`config.mk`:
```
export PLATFORM = sky130hd
export DESIGN_NAME = crms_sequencer
export DESIGN_NICKNAME = d
export VERILOG_FILES = /design/src/logic/crms_pkg.sv /design/src/logic/crms_fifo.sv /design/src/logic/crms_sequencer.sv
export SDC_FILE = /design/constraint.sdc
export NUM_CORES = 1
export LEC_CHECK = 0
export BUFFER_PORTS_ARGS = -buffer_cell sky130_fd_sc_hd__buf_2
export CORE_MARGIN = 2
export CORE_UTILIZATION = 30
export CTS_BUF_LIST = sky130_fd_sc_hd__clkbuf_8
export CTS_CLUSTER_SIZE = 28
export DETAILED_ROUTE_END_ITERATION = 8
export PLACE_DENSITY_LB_ADDON = 0.3
export SLEW_MARGIN = 40
export SYNTH_ARGS = -nofsm -noshare
export SYNTH_HDL_FRONTEND = slang
export SYNTH_HIERARCHICAL = 1
export SYNTH_SLANG_ARGS = --single-unit
export TNS_END_PERCENT = 10
```
`constraint.sdc`:
```
create_clock -name MCLK -period 9.1 [get_ports MCLK]
set_clock_uncertainty 0.2 [all_clocks]
set_input_delay 0 -clock MCLK [delete_from_list [all_inputs] [get_ports MCLK]]
set_output_delay 0 -clock MCLK [all_outputs]
set_load 0.05 [all_outputs]
```
`src/logic/crms_pkg.sv`:
```
/*
 Shared constants, types and helper functions of the readout mode sequencer.
 Assumes all counts are in horizontal line periods delivered by the timing generator.
*/
package crms_pkg;

	localparam int LW         = 11;  // line and row counter width
	localparam int PW         = 12;  // sensor pixel width
	localparam int SW         = 13;  // pixel pair sum width
	localparam int FIFO_DEPTH = 16;

	// line geometry
	localparam logic [LW-1:0] FIELD_LINES = 11'h307;  // 775 per field
	localparam logic [LW-1:0] FAST_LINES  = 11'h102;  // 258 per fast frame
	localparam logic [LW-1:0] GROUP_ROWS  = 11'h00c;  // 12 rows per group
	localparam logic [LW-1:0] GROUP_READ  = 11'h004;  // 4 rows read per group
	localparam logic [LW-1:0] ONE         = 11'h001;

	// focus window geometry
	localparam logic [LW-1:0] START_FAST_H    = 11'h01a;  // 26H
	localparam logic [LW-1:0] START_FASTEST_H = 11'h01e;  // 30H
	localparam logic [LW-1:0] FIRST_OFS       = 11'h003;  // i+3
	localparam logic [LW-1:0] END_FAST_NTSC   = 11'h06c;  // i+108
	localparam logic [LW-1:0] END_FAST_PAL    = 11'h086;  // i+134
	localparam logic [LW-1:0] END_FSTST_NTSC  = 11'h026;  // i+38
	localparam logic [LW-1:0] END_FSTST_PAL   = 11'h033;  // i+51

	// frame lengths in line periods
	localparam logic [LW-1:0] FLEN_FAST_NTSC  = 11'h107;  // 263H, 1/60s
	localparam logic [LW-1:0] FLEN_FAST_PAL   = 11'h13b;  // 315H, 1/50s
	localparam logic [LW-1:0] FLEN_FSTST_NTSC = 11'h084;  // 132H, 1/120s
	localparam logic [LW-1:0] FLEN_FSTST_PAL  = 11'h09e;  // 158H, 1/100s

	typedef enum logic [1:0] {
		MODE_FRAME,
		MODE_FAST,
		MODE_FOCUS_FAST,
		MODE_FOCUS_FASTEST
	} crms_mode_e;

	typedef enum logic [1:0] {
		ST_IDLE,
		ST_FIELD_A,
		ST_FIELD_B,
		ST_RUN
	} crms_state_e;

	typedef struct packed {
		crms_mode_e mode;
		logic       pal;    // 625-line timing when set
		logic [7:0] shift;  // frame-shift line count i
	} crms_cfg_s;

	typedef struct packed {
		logic          field;  // 0 first field, 1 second field
		logic [LW-1:0] line;
		logic [LW-1:0] row;
		logic [SW-1:0] data;
	} crms_word_s;

	typedef struct packed {
		crms_state_e   st;
		crms_cfg_s     cfg;
		logic [LW-1:0] hcnt;
		logic [LW-1:0] lnum;
		logic [LW-1:0] row;
		logic          active;
		logic          have_half;
		logic [PW-1:0] half;
		logic          done;
	} crms_seq_s;

	// sensor row of fast-mode line k (1-based): 4 consecutive rows of every 12
	function automatic logic [LW-1:0] fast_row(input logic [LW-1:0] k);
		logic [LW-1:0] kk;
		kk = k - ONE;
		fast_row = LW'((kk >> 2) * GROUP_ROWS + {9'h000, kk[1:0]});
	endfunction

endpackage

```
`src/logic/crms_fifo.sv`:
```
/*
 Synchronous FIFO with valid/ready on both sides, flip-flop storage.
 Assumes DEPTH is a power of two and a single clock with active-low async reset.
*/
`timescale 1ns/1ps
module crms_fifo #(
	parameter int W     = 8,
	parameter int DEPTH = 16
) (
	input  wire logic         clk,
	input  wire logic         rst_n,
	input  wire logic         in_valid,
	output logic              in_ready,
	input  wire logic [W-1:0] in_data,
	output logic              out_valid,
	input  wire logic         out_ready,
	output logic [W-1:0]      out_data
);
	localparam int AW = $clog2(DEPTH);
	localparam logic [AW:0] FULL = (AW+1)'(DEPTH);

	typedef struct packed {
		logic [DEPTH-1:0][W-1:0] mem;
		logic [AW-1:0]           wr;
		logic [AW-1:0]           rd;
		logic [AW:0]             cnt;
	} crms_fifo_s;

	crms_fifo_s s_q;
	crms_fifo_s s_d;
	logic       wr_en;
	logic       rd_en;

	// honest flags straight from the occupancy count
	assign in_ready  = s_q.cnt != FULL;
	assign out_valid = s_q.cnt != '0;
	assign out_data  = s_q.mem[s_q.rd];
	assign wr_en     = in_valid && in_ready;
	assign rd_en     = out_valid && out_ready;

	// pointer and count update; simultaneous push and pop keep the count
	always_comb begin
		s_d = s_q;
		if (wr_en) begin
			s_d.mem[s_q.wr] = in_data;
			s_d.wr = s_q.wr + AW'(1);
		end
		if (rd_en) begin
			s_d.rd = s_q.rd + AW'(1);
		end
		s_d.cnt = s_q.cnt + {{AW{1'b0}}, wr_en} - {{AW{1'b0}}, rd_en};
	end

	always_ff @(posedge clk or negedge rst_n) begin
		if (!rst_n) begin
			s_q <= '0;
		end else begin
			s_q <= s_d;
		end
	end
endmodule

```
`src/logic/crms_sequencer.sv`:
```
/*
 Readout mode line sequencer: tags each line period of the selected readout mode,
 passes or pair-adds pixels and queues tagged words in a 16-word FIFO.
 Assumes FRAME_START, LINE_TICK, CFG and the pixel stream come from timing logic on MCLK.
*/
// Functional notes
// - Frame readout passes every pixel on its own, the image split over two fields.
// - Fast readout reads only 4 rows of each group of 12, in a frame of 259 line periods, about 1/60s.
// - Fast readout and its derived modes sum each pair of adjacent pixels before output.
// - Fast readout outputs 258 effective lines per frame.
// - The first focus mode gives a frame each 1/60s at 525 lines and 1/50s at 625 lines.
// - The second focus mode gives a frame each 1/120s at 525 lines and 1/100s at 625 lines.
// - Window output starts at line period 26H in the first focus mode and 30H in the second.
// - The window never passes fast line 258, so it is cut short for large counts.
// - In frame readout the first line type lies in the first field, the second in the second.
// - Frame readout gives 1550 lines per frame, 775 in each field.
`timescale 1ns/1ps
module crms_sequencer
	import crms_pkg::*;
(
	input  wire logic          MCLK,
	input  wire logic          RSTN,
	input  wire crms_cfg_s     CFG,
	input  wire logic          FRAME_START,
	input  wire logic          LINE_TICK,
	input  wire logic          PIX_VALID,
	output logic               PIX_READY,
	input  wire logic [PW-1:0] PIX_DATA,
	output logic               OUT_VALID,
	input  wire logic          OUT_READY,
	output crms_word_s         OUT_DATA,
	output logic               BUSY,
	output logic               LINE_ACTIVE,
	output logic               FRAME_DONE
);
	crms_seq_s     s_q;
	crms_seq_s     s_d;
	crms_word_s    wdata;
	logic          push;
	logic          fifo_rdy;
	logic          pair;
	logic          focus;
	logic [LW-1:0] h;
	logic [LW-1:0] shift_ext;
	logic [LW-1:0] win_start;
	logic [LW-1:0] win_first;
	logic [LW-1:0] win_last;
	logic [LW-1:0] last_raw;
	logic [LW-1:0] flen;

	// decoded view of the latched configuration
	assign pair      = s_q.cfg.mode != MODE_FRAME;
	assign focus     = s_q.cfg.mode == MODE_FOCUS_FAST || s_q.cfg.mode == MODE_FOCUS_FASTEST;
	assign h         = s_q.hcnt + ONE;
	assign shift_ext = {3'h0, s_q.cfg.shift};

	// window geometry per mode; plain fast mode is a window over all 258 lines
	always_comb begin
		win_start = ONE;
		win_first = ONE;
		last_raw  = FAST_LINES;
		flen      = FAST_LINES + ONE;
		unique case (s_q.cfg.mode)
		MODE_FRAME, MODE_FAST: begin
		end
		MODE_FOCUS_FAST: begin
			win_start = START_FAST_H;
			win_first = shift_ext + FIRST_OFS;
			last_raw  = shift_ext + (s_q.cfg.pal ? END_FAST_PAL : END_FAST_NTSC);
			flen      = s_q.cfg.pal ? FLEN_FAST_PAL : FLEN_FAST_NTSC;
		end
		MODE_FOCUS_FASTEST: begin
			win_start = START_FASTEST_H;
			win_first = shift_ext + FIRST_OFS;
			last_raw  = shift_ext + (s_q.cfg.pal ? END_FSTST_PAL : END_FSTST_NTSC);
			flen      = s_q.cfg.pal ? FLEN_FSTST_PAL : FLEN_FSTST_NTSC;
		end
		endcase
		// a large shift count cuts the window at the last fast line
		win_last = (last_raw > FAST_LINES) ? FAST_LINES : last_raw;
	end

	// pixel path first, then line sequencing, so a line tick drops a stray half pair
	always_comb begin
		s_d        = s_q;
		s_d.done   = 1'b0;
		push       = 1'b0;
		wdata      = '0;
		wdata.field = s_q.st == ST_FIELD_B;
		wdata.line = s_q.lnum;
		wdata.row  = s_q.row;
		if (PIX_VALID && fifo_rdy && s_q.active) begin
			if (!pair) begin
				push = 1'b1;
				wdata.data = {1'b0, PIX_DATA};
			end else if (!s_q.have_half) begin
				s_d.half = PIX_DATA;
				s_d.have_half = 1'b1;
			end else begin
				push = 1'b1;
				s_d.have_half = 1'b0;
				wdata.data = {1'b0, s_q.half} + {1'b0, PIX_DATA};
			end
		end
		if (FRAME_START) begin
			// configuration is sampled only here and held to the frame end
			s_d.cfg = CFG;
			s_d.hcnt = '0;
			s_d.lnum = '0;
			s_d.row = '0;
			s_d.active = 1'b0;
			s_d.have_half = 1'b0;
			s_d.st = (CFG.mode == MODE_FRAME) ? ST_FIELD_A : ST_RUN;
		end else if (LINE_TICK) begin
			s_d.have_half = 1'b0;
			unique case (s_q.st)
			ST_IDLE: begin
			end
			ST_FIELD_A, ST_FIELD_B: begin
				if (s_q.lnum == FIELD_LINES) begin
					s_d.lnum = ONE;
					s_d.row = ONE;
					s_d.active = s_q.st == ST_FIELD_A;
					s_d.st = (s_q.st == ST_FIELD_A) ? ST_FIELD_B : ST_IDLE;
					s_d.done = s_q.st == ST_FIELD_B;
				end else begin
					s_d.lnum = s_q.lnum + ONE;
					s_d.active = 1'b1;
					// even rows in the first field, odd rows in the second
					s_d.row = {s_q.lnum[9:0], s_q.st == ST_FIELD_B};
				end
			end
			ST_RUN: begin
				s_d.hcnt = h;
				if (h == win_start) begin
					s_d.active = 1'b1;
					s_d.lnum = win_first;
				end else if (s_q.active && s_q.lnum < win_last) begin
					s_d.lnum = s_q.lnum + ONE;
				end else begin
					s_d.active = 1'b0;
				end
				s_d.row = fast_row(s_d.lnum);
				if (h == flen) begin
					s_d.st = ST_IDLE;
					s_d.active = 1'b0;
					s_d.done = 1'b1;
				end
			end
			endcase
		end
	end

	always_ff @(posedge MCLK or negedge RSTN) begin
		if (!RSTN) begin
			s_q <= '0;
		end else begin
			s_q <= s_d;
		end
	end

	// output queue; a stalled reader stalls the pixel source through PIX_READY
	crms_fifo #(
		.W     ($bits(crms_word_s)),
		.DEPTH (FIFO_DEPTH)
	) u_fifo (
		.clk       (MCLK),
		.rst_n     (RSTN),
		.in_valid  (push),
		.in_ready  (fifo_rdy),
		.in_data   (wdata),
		.out_valid (OUT_VALID),
		.out_ready (OUT_READY),
		.out_data  (OUT_DATA)
	);

	// status outputs straight from state flops
	assign PIX_READY   = fifo_rdy;
	assign BUSY        = s_q.st != ST_IDLE;
	assign LINE_ACTIVE = s_q.active;
	assign FRAME_DONE  = s_q.done;
endmodule

```
* Word-level counts from Yosys, hierarchy flattened
Cells that the tools add are included.
** Word-level totals
- Logic and storage cells :: 133
- Output and inout port bits :: 41
- Flip-flop bits (word level) :: 650
- Input bits :: 29
** Cells by class
- Equal/unequal tests :: 12
- $add $sub $neg :: 12
- Mux-type cells :: 49
- $mul :: 1
- Reduce and logical (&&, ||, !) cells :: 23
- $lt $le $gt $ge :: 5
- Bitwise operators :: 1
** Operators by type and width (number)
- $bwmux W576 :: 1
- $bmux W36 S4 :: 1
- $demux W36 S4 :: 1
- $mux W11 :: 7
- $mux W36 :: 2
- $mux W35 :: 2
- $mux W13 :: 5
- $pmux W23 S2 :: 1
- $pmux W9 S2 :: 2
- $mux W23 :: 1
- $add A11 B1 Y11 const B :: 2
- $eq A11 B11 Y1 :: 2
- $add A12 B12 Y13 :: 1
- $mux W12 :: 1
- $mux W2 :: 6
- $add A11 B2 Y11 :: 1
- $eq A11 B10 Y1 const B :: 1
- $gt A11 B9 Y1 const B :: 1
- $lt A11 B11 Y1 :: 1
- $mux W1 :: 11
- $sub A11 B1 Y11 const B :: 1
- $lt A4 B5 Y1 const B :: 2
- $mux W5 :: 2
- $ne A5 B5 Y1 const B :: 2
- other kinds (27) :: 46

* Depth between registers and ports, before layout
Gate-level depths: netlist (run 1).
- Word-level depth :: 18
- Mapped depth :: 40
- Gate-level depth less buffers :: 37

* By module
The synthesis (run 1) kept the hierarchy.
** Modules (own cells, without submodules)
- crms_fifo :: cells an instance 1782, area an instance 27127.3 µm², seq. area each 14739.1 µm², instances 1
- crms_sequencer :: cells an instance 698, area an instance 5651.7 µm², seq. area each 1526.5 µm², instances 1

* Worst setup path before layout (run 1)
OpenSTA, ideal clock, no wires.
- Kind :: reg2reg
- Start point :: register s_q[56] (netlist name)
- End point :: register s_q[25] (netlist name)
- Period minus slack after synthesis :: 8.238 ns
- Arrival :: 7.958 ns
- Buffers on the path :: 3
- Data required time :: 8.820 ns
- Slack :: 0.862 ns
- Setup time :: 0.080 ns
- Cell stages (with the launch flop) :: 40
- Cells stage by stage :: dfrtp_1 > buf_2 > and3_1 > buf_4 > ha_1 > inv_1 > fa_1 > nor2b_1 > o21ai_1 > o211ai_1 > a21boi_1 > or4b_4 > nor2_1 > o21a_1 > or3b_2 > ha_1 > a211o_1 > a2111oi_0 > [4 not listed] > buf_4 > mux2i_1 > a21oi_1 > nor2_1 > nand2_1 > xnor2_1 > ha_1 > a21o_1 > a21oi_1 > o21bai_1 > a21oi_1 > o21ai_0 > xor2_1 > nor3_1 > a22oi_1 > o21a_1 > o211a_1 > o211ai_2

==> qor.log, run 1 <==
INFO  timing         period_share=94.2%
INFO  final_layout   final_cells=4100
INFO  worst_setup_path worst_setup_path_end_kind=flop
INFO  global_route   first_global_vias=22900
INFO  timing         worst-slew-pin-transition=0.824ns
INFO  power_and_ir_drop p_per_cell_area=251mW/mm2
INFO  final_layout   drive_above_1_share=38.0%
INFO  run            cap_violations=0
INFO  global_route   grt_pass1_wl=139000um
INFO  clock_network  clock_insertion_delay_worst_skew=0.76ns
INFO  route          drt.antenna.violating_nets=0
INFO  run_status     outcome=finished clean
INFO  placement      gpl.final_weighted_congestion=0.808
INFO  route          drt-initial-drc-count=1197
INFO  worst_setup_path critical_path.max_stage_delay=0.57ns
INFO  final_layout   nNetsFinal=2684
INFO  yosys          syn_avg_cell_area=13.2um2
INFO  clock_network  ctsLongestPathBuffers=3
INFO  yosys          synth_seq_area_share=49.6%
INFO  hold_path      classification_of_the_worst_slack_hold_path=input pin to flop
INFO  power_and_ir_drop report.power.total=9.52mW
INFO  yosys          most_instantiated_flip_flop_cell_in_the_synthesis_netlist=dfrtp_1
INFO  clock_network  cts_buffers=111
INFO  worst_setup_path path_class=flop to flop
INFO  global_route   grt.overflow.total=0
INFO  global_route   initial_antenna_violation_count=2
INFO  yosys          post_synth_num_cell_types=88
INFO  placement      numPortBuffers=69
INFO  yosys          synth.yosys.warnings=6
INFO  route          routed_vias=21300
INFO  worst_setup_path reg2reg_setup_slack=0.52ns
INFO  yosys          postSynthNetCount=2566
INFO  worst_setup_path timing.critical_path.slowest_stage_cell=or4b_4
INFO  clock_network  cts_tree=done
INFO  die            initial_standard_cell_utilization_of_the_core=30.2%
INFO  worst_setup_path cp.required=9.56ns
INFO  hold_path      worstHoldStart=LINE_TICK
INFO  route          drt-total-wl=90300um
INFO  clock_network  clock_sinks=650
INFO  hold_path      whs_path_depth=4
INFO  clock_network  ctsRootBufferMaster=clkbuf_8
INFO  route          routedWlPerCell=22.0um
INFO  timing         maxClockFrequency=0.117GHz
INFO  power_and_ir_drop power.static_leakage=18.1nW
INFO  yosys          yosys-top-cells-area=dfrtp_1, mux2_2, mux4_2
INFO  yosys          postSynth.asyncResetShare=100%
INFO  worst_setup_path worst-endpoint-arrival=9.03ns
INFO  die            die_height=335um
INFO  final_layout   area.growth.synth_to_final=15.5%
INFO  timing         timing_max_transition_violations_final=0
INFO  placement      dp.final_hpwl=54100um
INFO  timing         layout_min_cycle_time=8.58ns
INFO  yosys          synthesis.area=0.0328mm2
INFO  hold_path      min_delay_worst_endpoint=FRAME_DONE
INFO  die            fp.dieArea=0.112mm2
INFO  placement      placement.cell_area=0.0346mm2
INFO  yosys          synth-seq-cells=650
INFO  placement      placed_cells_incl_taps=3821
INFO  global_route   grt.total_usage=16.1%
INFO  die            die-width=335um
INFO  yosys          synthMostInstantiatedCell=dfrtp_1
INFO  worst_setup_path setup.worst_path.start_class=flop
INFO  yosys          synth_common_cells=dfrtp_1, mux2_2, mux2i_1
INFO  power_and_ir_drop max-vdd-ir-drop=199uV
INFO  die            placeableCoreArea=0.109mm2
INFO  global_route   maximum_number_of_pins_on_one_net_before_global_route_repair=166
INFO  worst_setup_path regToRegStartpoint=s_q[58]
INFO  die            floorplan.io_pins=70
INFO  route          dr.pass1.iters=6
INFO  die            floorplan.rows=121
INFO  yosys          synthDominantAreaCellType=dfrtp_1
INFO  timing         setup_viol=0
INFO  route          drc_errors=0
INFO  final_layout   design_area=0.0379mm2
INFO  yosys          synth_top_cell_area_share=49.6%
INFO  yosys          synth-edff-count=0
INFO  worst_setup_path cp_max_fo=12
INFO  final_layout   finish.utilization=34.9%
INFO  worst_setup_path ff2ff_path_depth=35
INFO  yosys          synth_cells=2480
INFO  route          vias_per_cell=5.20
INFO  clock_network  cts-htree-levels=3
INFO  clock_network  cts.reportedPaths.clkPinSlew=0.06ns
INFO  worst_setup_path r2r-end=s_q[25]
INFO  timing         finalHoldViolations=0
INFO  timing         timing.max_slew.rel_slack=45.1%
INFO  timing         totalNegativeSetupSlack=0ns
-- sequential cells by signal, indices dropped and copies added (netlist names) --
signal       flops
u_fifo/s_q     589
s_q             59
FRAME_DONE       1
LINE_ACTIVE      1
-- timing repair --
item / CTS / global route
buffers inserted: 0 / 6
pin swaps: 0 / 5
endpoints found under the hold margin: 545 / 0
hold buffers: 70 / 0
endpoints found under the setup margin: 1 / 3
resized for setup: 2 / 11
gates cloned: 0 / 0
-- per-stage QoR --
stage | worst slack (ns) | hold WS, ns
2_1_floorplan | 0.862 | -0.496
3_3_place_gp | 0.0959 | -0.0918
3_5_place_dp | -0.0938 | -0.0749
4_1_cts | 0.00656 | 0.00270
5_1_grt | -0.0491 | 0.0465
6_report | 0.524 | 0.0644
-- placed cells by master (no fill, tap or decap), drive strengths merged, types with 10 or more instances in the layout --
cell	instances
clkinv	16
mux2i	153
nand2	116
mux2	600
dfrtp	650
clkbuf	140
a22oi	52
ha	53
inv	83
dlygate4sd3	69
o21ai	89
nand4	12
mux4	72
xor2	20
buf	128
nand3	31
xnor2	38
a221oi	74
and3	16
nor2	66
nor2b	10
nor3	21
a21oi	46
-- worst max-delay path by stage --
stage | slack (ns) | startpoint | end
finish | 0.52 | s_q[58] | s_q[25]
global route | -0.05 | s_q[58] | s_q[25]
CTS | 0.007 | s_q[58] | s_q[25]
detailed placement | -0.09 | s_q[58] | s_q[25]
global placement | 0.1 | s_q[58] | s_q[25]
floorplan | 0.86 | s_q[56] | s_q[25]
-- critical path, delay by kind of cell (launching register included) --
family          cells  cell delay, ns
compound gates     16            3.14
xor+xnor            2            0.56
fa+ha+maj           5            1.47
buf+inv             3            0.25
flops               1            0.41
mux                 1            0.25
simple gates        8            2.24
-- layer usage --
metal  wire length (um)  GRT usage, %  up-vias
met5                  0             0        -
met4               2560          5.28        0
met3               3220          2.38      163
met2              44800          27.8      423
met1              39700          20.6    11300
li1                   -             -     9433
-- power by group --
group / internal, mW / switching (mW) / total (mW)
Clock: 1.53 / 1.24 / 2.77
Sequential: 3.04 / 0.289 / 3.33
Combinational: 1.20 / 2.21 / 3.41
Total: 5.78 / 3.74 / 9.52
-- cell type report --
| class | instances | area, um2 |
|---|---|---|
| sequential | 650 | 16300 |
| multi-input combinational | 1593 | 15500 |
| clock buffer | 140 | 1930 |
| timing repair buffer | 197 | 1780 |
| clock inverter | 60 | 448 |
| inverter | 45 | 171 |
| antenna | 1 | 2.50 |
| tap | 1414 | 1770 |
| fill | 10400 | 70700 |
-- cell families after synthesis --
kind of cell / share of synthesized area (%)
compound gates: 7.09
xor+xnor: 1.55
fa+ha+maj: 2.27
buf+inv: 3.55
flops: 49.6
mux: 30.7
simple gates: 5.22
Power figures use the tool's default switching activity.
==> inputs of run 2 (changes only) <==
PLACE_DENSITY = 0.55   (was not set)
PLACE_DENSITY_LB_ADDON = not set   (was 0.3)
==> qor.log, run 2 (same netlist as run 1, synthesis figures left out) <==
INFO  run_status     outcome=finished clean [unchanged]
INFO  clock_network  cts_buffers=107 [was 111]
INFO  clock_network  cts_tree=done [unchanged]
INFO  hold_path      classification_of_the_worst_slack_hold_path=input pin to flop [unchanged]
INFO  timing         totalNegativeSetupSlack=0ns [unchanged]
INFO  run            cap_violations=0 [unchanged]
INFO  placement      numPortBuffers=69 [unchanged]
INFO  route          drc_errors=0 [unchanged]
INFO  hold_path      whs_path_depth=4 [unchanged]
INFO  route          drt.antenna.violating_nets=0 [unchanged]
INFO  die            placeableCoreArea=0.109mm2 [unchanged]
INFO  worst_setup_path critPathLaunch=s_q[58] [unchanged]
INFO  route          wl_met1=38800um [was 39700 um]
INFO  timing         timing_max_transition_violations_final=0 [unchanged]
INFO  final_layout   mostFrequentLayoutCell=dfrtp_1 [unchanged]
INFO  timing         layout_min_cycle_time=8.70ns [was 8.58 ns]
INFO  die            die-width=335um [unchanged]
INFO  final_layout   mostFrequentLayoutCells=dfrtp_1, mux2_2, mux2i_1 [unchanged]
INFO  final_layout   finish.utilization=34.8% [was 34.9%]
INFO  worst_setup_path path_class=flop to flop [unchanged]
INFO  worst_setup_path setup.worst_path.start_class=flop [unchanged]
INFO  clock_network  clock_insertion_delay_worst_skew=0.74ns [was 0.76 ns]
INFO  power_and_ir_drop p_per_cell_area=247mW/mm2 [was 251 mW/mm2]
INFO  final_layout   drive_above_1_share=37.9% [was 38.0%]
INFO  worst_setup_path worst-endpoint-arrival=9.11ns [was 9.03 ns]
INFO  global_route   grt_pass1_wl=134000um [was 139000 um]
INFO  global_route   grt.total_usage=15.5% [was 16.1%]
INFO  timing         setup_viol=0 [unchanged]
INFO  die            floorplan.io_pins=70 [unchanged]
INFO  hold_path      worstHoldStart=LINE_TICK [unchanged]
INFO  placement      dp.final_hpwl=50900um [was 54100 um]
INFO  clock_network  ctsRootBufferMaster=clkbuf_8 [unchanged]
INFO  power_and_ir_drop report.power.total=9.35mW [was 9.52 mW]
INFO  worst_setup_path worst_setup_path_end_kind=flop [unchanged]
INFO  final_layout   nNetsFinal=2680 [was 2684]
INFO  route          drt-total-wl=86200um [was 90300 um]
INFO  clock_network  clock_sinks=650 [unchanged]
INFO  global_route   initial_antenna_violation_count=2 [unchanged]
INFO  die            die_height=335um [unchanged]
INFO  timing         fin_hold_ws=0.0825ns [was 0.0644 ns]
INFO  worst_setup_path ff2ff_path_depth=38 [was 35]
INFO  route          top_layer=met4 [unchanged]
INFO  die            floorplan.rows=121 [unchanged]
INFO  clock_network  ctsLongestPathBuffers=3 [unchanged]
INFO  timing         period_share=95.6% [was 94.2%]
INFO  placement      pre_cts_slack=0.137ns [was -0.0938 ns]
INFO  route          dr.pass1.iters=5 [was 6]
INFO  timing         worst-slew-pin-transition=0.889ns [was 0.824 ns]
INFO  clock_network  cts-htree-levels=3 [unchanged]
INFO  final_layout   largest_register_ff_count=589 [unchanged]
INFO  final_layout   top_regs=u_fifo/s_q x589, s_q x59 [unchanged]
INFO  final_layout   area.growth.synth_to_final=15.2% [was 15.5%]
INFO  clock_network  cts.reportedPaths.clkPinSlew=0.06ns [about the same]
INFO  placement      gpl.final_weighted_congestion=0.816 [was 0.808]
INFO  route          met3WireLength=2860um [was 3220 um]
INFO  route          routed_vias=20900 [was 21300]
INFO  global_route   first_global_vias=21800 [was 22900]
INFO  timing         timing.max_slew.rel_slack=40.7% [was 45.1%]
INFO  global_route   maximum_number_of_pins_on_one_net_before_global_route_repair=101 [was 166]
INFO  die            initial_standard_cell_utilization_of_the_core=30.2% [unchanged]
INFO  timing         finalHoldViolations=0 [unchanged]
INFO  global_route   grt.overflow.total=0 [unchanged]
INFO  worst_setup_path regToRegStartpoint=s_q[58] [unchanged]
INFO  route          wl_met2=42700um [was 44800 um]
INFO  route          drt-initial-drc-count=1117 [was 1197]
INFO  worst_setup_path timing.critical_path.slowest_stage_cell=or4b_4 [unchanged]
INFO  timing         final.setup.worst_slack=0.399ns [was 0.524 ns]
INFO  timing         maxClockFrequency=0.115GHz [was 0.117 GHz]
INFO  route          vias_per_cell=5.12 [was 5.20]
INFO  power_and_ir_drop max-vdd-ir-drop=170uV [was 199 uV]
INFO  final_layout   largest-register=u_fifo/s_q [unchanged]
INFO  route          routedWlPerCell=21.1um [was 22.0 um]
INFO  worst_setup_path cp.required=9.51ns [was 9.56 ns]
INFO  worst_setup_path critical_path.max_stage_delay=0.58ns [was 0.57 ns]
INFO  final_layout   layout.filler_cells=10500 [was 10400]
INFO  die            fp.dieArea=0.112mm2 [unchanged]
INFO  power_and_ir_drop power.static_leakage=18.1nW [about the same]
INFO  worst_setup_path cp_max_fo=5 [was 12]
-- run 2: changes by cell type in the layout (fill, tap and decap cells not counted), moves of 2 or more --
cell,delta
bufinv_16,-2
clkbuf_8,-5
clkinv_8,-2
dfrtp_1,-3
dfrtp_2,+3
inv_8,+2
nand3_2,-3
nand3_4,+3
o21ai_1,-2
-- run 2: through the flow --
step | cells | instance area [um2]
3_5_place_dp | 3822 | 34700
4_1_cts | 4083 | 37600
2_1_floorplan | 2480 | 32800
6_report | 4092 | 37800
3_3_place_gp | 3807 | 34300
5_1_grt | 4092 | 37800
-- run 2: final timing paths --
check	to	slack, ns
hold reg to reg	u_fifo/s_q[350]	0.29
max in group asynchronous	u_fifo/s_q[563]	6.95
hold / removal	FRAME_DONE	0.08
setup reg to reg	s_q[25]	0.40
min in group asynchronous	u_fifo/s_q[118]	0.24
setup / recovery	s_q[25]	0.40
-- run 2: power by group --
part	switching [mW]	internal, mW
logic	2.16	1.19
clock network	1.22	1.43
registers	0.304	3.04
total	3.69	5.66
-- run 2: routing by layer --
metal	track usage, %	vias to the layer above
li1	-	9424
met1	20.3	11000
met2	26.6	368
met3	2.15	110
met4	4.28	0
met5	0	-
-- run 2: timing repair --
| action | in CTS | in global routing |
|---|---|---|
| gates resized for setup | 0 | 13 |
| endpoints found under the hold margin | 453 | 0 |
| endpoints found under the setup margin | 0 | 1 |
| hold buffers | 69 | 0 |
| setup buffers | 0 | 6 |
-- run 2: critical path, delay by kind of cell, from the launching register on --
family / cells / cell delay (ns)
muxes: 1 / 0.18
buffers and inverters: 4 / 0.39
AOI/OAI and AO/OA: 17 / 2.92
DFF: 1 / 0.40
xor gates and xnor gates: 2 / 0.48
adders and majority gates: 5 / 1.45
and+or+nand+nor: 9 / 2.59
-- run 2: final cells by class --
type / instances / area [um2] / area share (%)
antenna: 1 / 2.50 / 0.00662
clock buffer: 135 / 1860 / 4.92
clock inverter: 57 / 368 / 0.974
inverter: 45 / 171 / 0.454
multi-input combinational: 1593 / 15500 / 41.1
sequential: 650 / 16300 / 43.1
tap: 1414 / 1770 / 4.68
timing repair buffer: 197 / 1810 / 4.78
==> inputs of run 3 (changes only) <==
PLACE_DENSITY = 0.57   (was 0.55)
SETUP_SLACK_MARGIN = 0.5   (was not set)
clock period = 7.97 ns   (was 9.1 ns; I/O delays follow)
==> qor.log, run 3 (same netlist as run 1, synthesis figures left out) <==
INFO  placement      placement.cell_area=0.0349mm2 [was 0.0347 mm2]
INFO  route          drc_errors=0 [unchanged]
INFO  route          dr.pass1.iters=5 [unchanged]
INFO  final_layout   design_area=0.0383mm2 [was 0.0378 mm2]
INFO  clock_network  clock_insertion_delay_worst_skew=0.73ns [was 0.74 ns]
INFO  clock_network  ctsRootBufferMaster=clkbuf_8 [unchanged]
INFO  placement      numPortBuffers=69 [unchanged]
INFO  clock_network  ctsLongestPathBuffers=3 [unchanged]
INFO  timing         maxClockFrequency=0.127GHz [was 0.115 GHz]
INFO  timing         rsz_0062_raised_after_global_routing=true
INFO  final_layout   mostFrequentLayoutCell=dfrtp_1 [unchanged]
INFO  global_route   grt.total_usage=15.5% [about the same]
INFO  final_layout   largest-register=u_fifo/s_q [unchanged]
INFO  global_route   first_global_vias=22100 [was 21800]
INFO  route          drt.antenna.violating_nets=0 [unchanged]
INFO  die            placeableCoreArea=0.109mm2 [unchanged]
INFO  clock_network  cts-htree-levels=3 [unchanged]
INFO  worst_setup_path cp_max_fo=6 [was 5]
INFO  worst_setup_path worst-endpoint-arrival=8.33ns [was 9.11 ns]
INFO  worst_setup_path timing.critical_path.slowest_stage_cell=or4b_4 [unchanged]
INFO  route          drt-total-wl=87100um [was 86200 um]
INFO  clock_network  cts_tree=done [unchanged]
INFO  route          routedWlPerCell=21.1um [about the same]
INFO  global_route   initial_antenna_violation_count=2 [unchanged]
INFO  clock_network  cts_buffers=108 [was 107]
INFO  timing         period_share=98.9% [was 95.6%]
INFO  final_layout   layout.filler_cells=10500 [about the same]
INFO  power_and_ir_drop report.power.total=11.0mW [was 9.35 mW]
INFO  timing         worst-slew-pin-transition=0.820ns [was 0.889 ns]
INFO  route          routed_vias=21000 [was 20900]
INFO  final_layout   largest_register_ff_count=589 [unchanged]
INFO  worst_setup_path path_class=flop to flop [unchanged]
INFO  placement      dp.final_hpwl=51400um [was 50900 um]
INFO  worst_setup_path reg2reg_setup_slack=0.09ns [was 0.40 ns]
INFO  power_and_ir_drop power.static_leakage=18.3nW [was 18.1 nW]
INFO  worst_setup_path critical_path.max_stage_delay=0.58ns [about the same]
INFO  die            initial_standard_cell_utilization_of_the_core=30.2% [unchanged]
INFO  placement      gpl.final_weighted_congestion=0.811 [was 0.816]
INFO  final_layout   top_regs=u_fifo/s_q x589, s_q x59 [unchanged]
INFO  run            cap_violations=0 [unchanged]
INFO  worst_setup_path setup.worst_path.start_class=flop [unchanged]
INFO  global_route   maximum_number_of_pins_on_one_net_before_global_route_repair=151 [was 101]
INFO  clock_network  clock_sinks=650 [unchanged]
INFO  timing         timing_max_transition_violations_final=0 [unchanged]
INFO  route          drt-initial-drc-count=1115 [was 1117]
INFO  global_route   grt.overflow.total=0 [unchanged]
INFO  timing         layout_min_cycle_time=7.88ns [was 8.70 ns]
INFO  global_route   grt_pass1_wl=134000um [about the same]
INFO  die            fp.dieArea=0.112mm2 [unchanged]
INFO  power_and_ir_drop max-vdd-ir-drop=192uV [was 170 uV]
INFO  die            floorplan.rows=121 [unchanged]
INFO  timing         timing.max_slew.rel_slack=45.3% [was 40.7%]
INFO  die            die_height=335um [unchanged]
INFO  worst_setup_path cpMostUsedCell=ha_4
INFO  run_status     outcome=finished clean [unchanged]
INFO  final_layout   mostFrequentLayoutCells=dfrtp_1, mux2_2, mux2i_1 [unchanged]
INFO  clock_network  cts.reportedPaths.clkPinSlew=0.06ns [about the same]
INFO  timing         finalHoldViolations=0 [unchanged]
INFO  timing         setup_viol=0 [unchanged]
INFO  hold_path      classification_of_the_worst_slack_hold_path=input pin to flop [unchanged]
INFO  route          vias_per_cell=5.09 [was 5.12]
INFO  worst_setup_path cp.required=8.42ns [was 9.51 ns]
INFO  final_layout   area.growth.synth_to_final=16.9% [was 15.2%]
INFO  final_layout   nNetsFinal=2715 [was 2680]
INFO  placement      pre_cts_slack=-0.0994ns [was 0.137 ns]
INFO  die            die-width=335um [unchanged]
INFO  die            floorplan.io_pins=70 [unchanged]
INFO  timing         fin_hold_ws=0.0716ns [was 0.0825 ns]
INFO  power_and_ir_drop p_per_cell_area=288mW/mm2 [was 247 mW/mm2]
INFO  worst_setup_path worst_setup_path_end_kind=flop [unchanged]
INFO  final_layout   drive_above_1_share=40.0% [was 37.9%]
INFO  timing         final.setup.worst_slack=0.0867ns [was 0.399 ns]
[run 3: final timing paths]
kind / start / to / cells past startpoint
worst max register to register: s_q[57] / s_q[25] / 37
worst min register to register: u_fifo/s_q[348] / u_fifo/s_q[348] / 1
max in group asynchronous: RSTN / u_fifo/s_q[237] / 6
min in group asynchronous: RSTN / s_q[25] / 4
worst max-delay path: s_q[57] / s_q[25] / 37
worst min-delay path: LINE_TICK / FRAME_DONE / 4
[run 3: power breakdown]
part	total, mW	switching [mW]	internal [mW]	leakage [nW]
sequential	3.81	0.337	3.48	8.98
combinational	4.22	2.62	1.60	8.04
clock	3.00	1.37	1.62	1.26
total	11.0	4.33	6.70	18.3
[run 3: area by class of cell]
| cell class | instances | area, um2 | area share [%] |
|---|---|---|---|
| diodes | 4 | 10.0 | 0.0261 |
| clock buffers | 132 | 1820 | 4.74 |
| clock inverters | 59 | 390 | 1.02 |
| inverters | 45 | 171 | 0.447 |
| multi-input cells | 1593 | 15800 | 41.2 |
| flip-flops and latches | 650 | 16300 | 42.5 |
| well taps | 1414 | 1770 | 4.62 |
| repair buffers | 231 | 2100 | 5.48 |
[run 3: timing repair]
action                     4_1_cts  5_1_grt
hold buffers                    69        0
hold endpoints to repair       768        0
gates resized for setup         10       36
setup endpoints to repair        3        5
setup buffers                   11       20
pin swaps                       12       40
[run 3: routing by layer]
| metal | routed length, um | part of all wire (%) | global-route usage, % | up-vias |
|---|---|---|---|---|
| met4 | 2890 | 3.3 | 6.03 | 0 |
| met2 | 42300 | 49 | 26.1 | 397 |
| met5 | 0 | 0 | 0 | - |
| met1 | 38800 | 45 | 20.3 | 11000 |
| li1 | - | - | - | 9500 |
| met3 | 3100 | 3.6 | 2.01 | 143 |
[run 3: stage by stage]
step	setup TNS [ns]	std cells	utilization, %
after CTS	0	4103	34.9
final	0	4128	35.3
after global routing	-0.255	4125	35.3
after floorplan	0	2480	-
after detailed placement	-0.0994	3832	32.1
after global placement	0	3816	31.7
[run 3: worst max-delay path, delay by kind of cell (launching register included)]
| kind | cells | cell delay [ns] |
|---|---|---|
| and+or+nand+nor | 7 | 1.94 |
| xor gates and xnor gates | 2 | 0.47 |
| buffers and inverters | 4 | 0.46 |
| DFF | 1 | 0.41 |
| adders and majority gates | 5 | 1.14 |
| muxes | 1 | 0.23 |
| AOI/OAI and AO/OA | 18 | 2.97 |
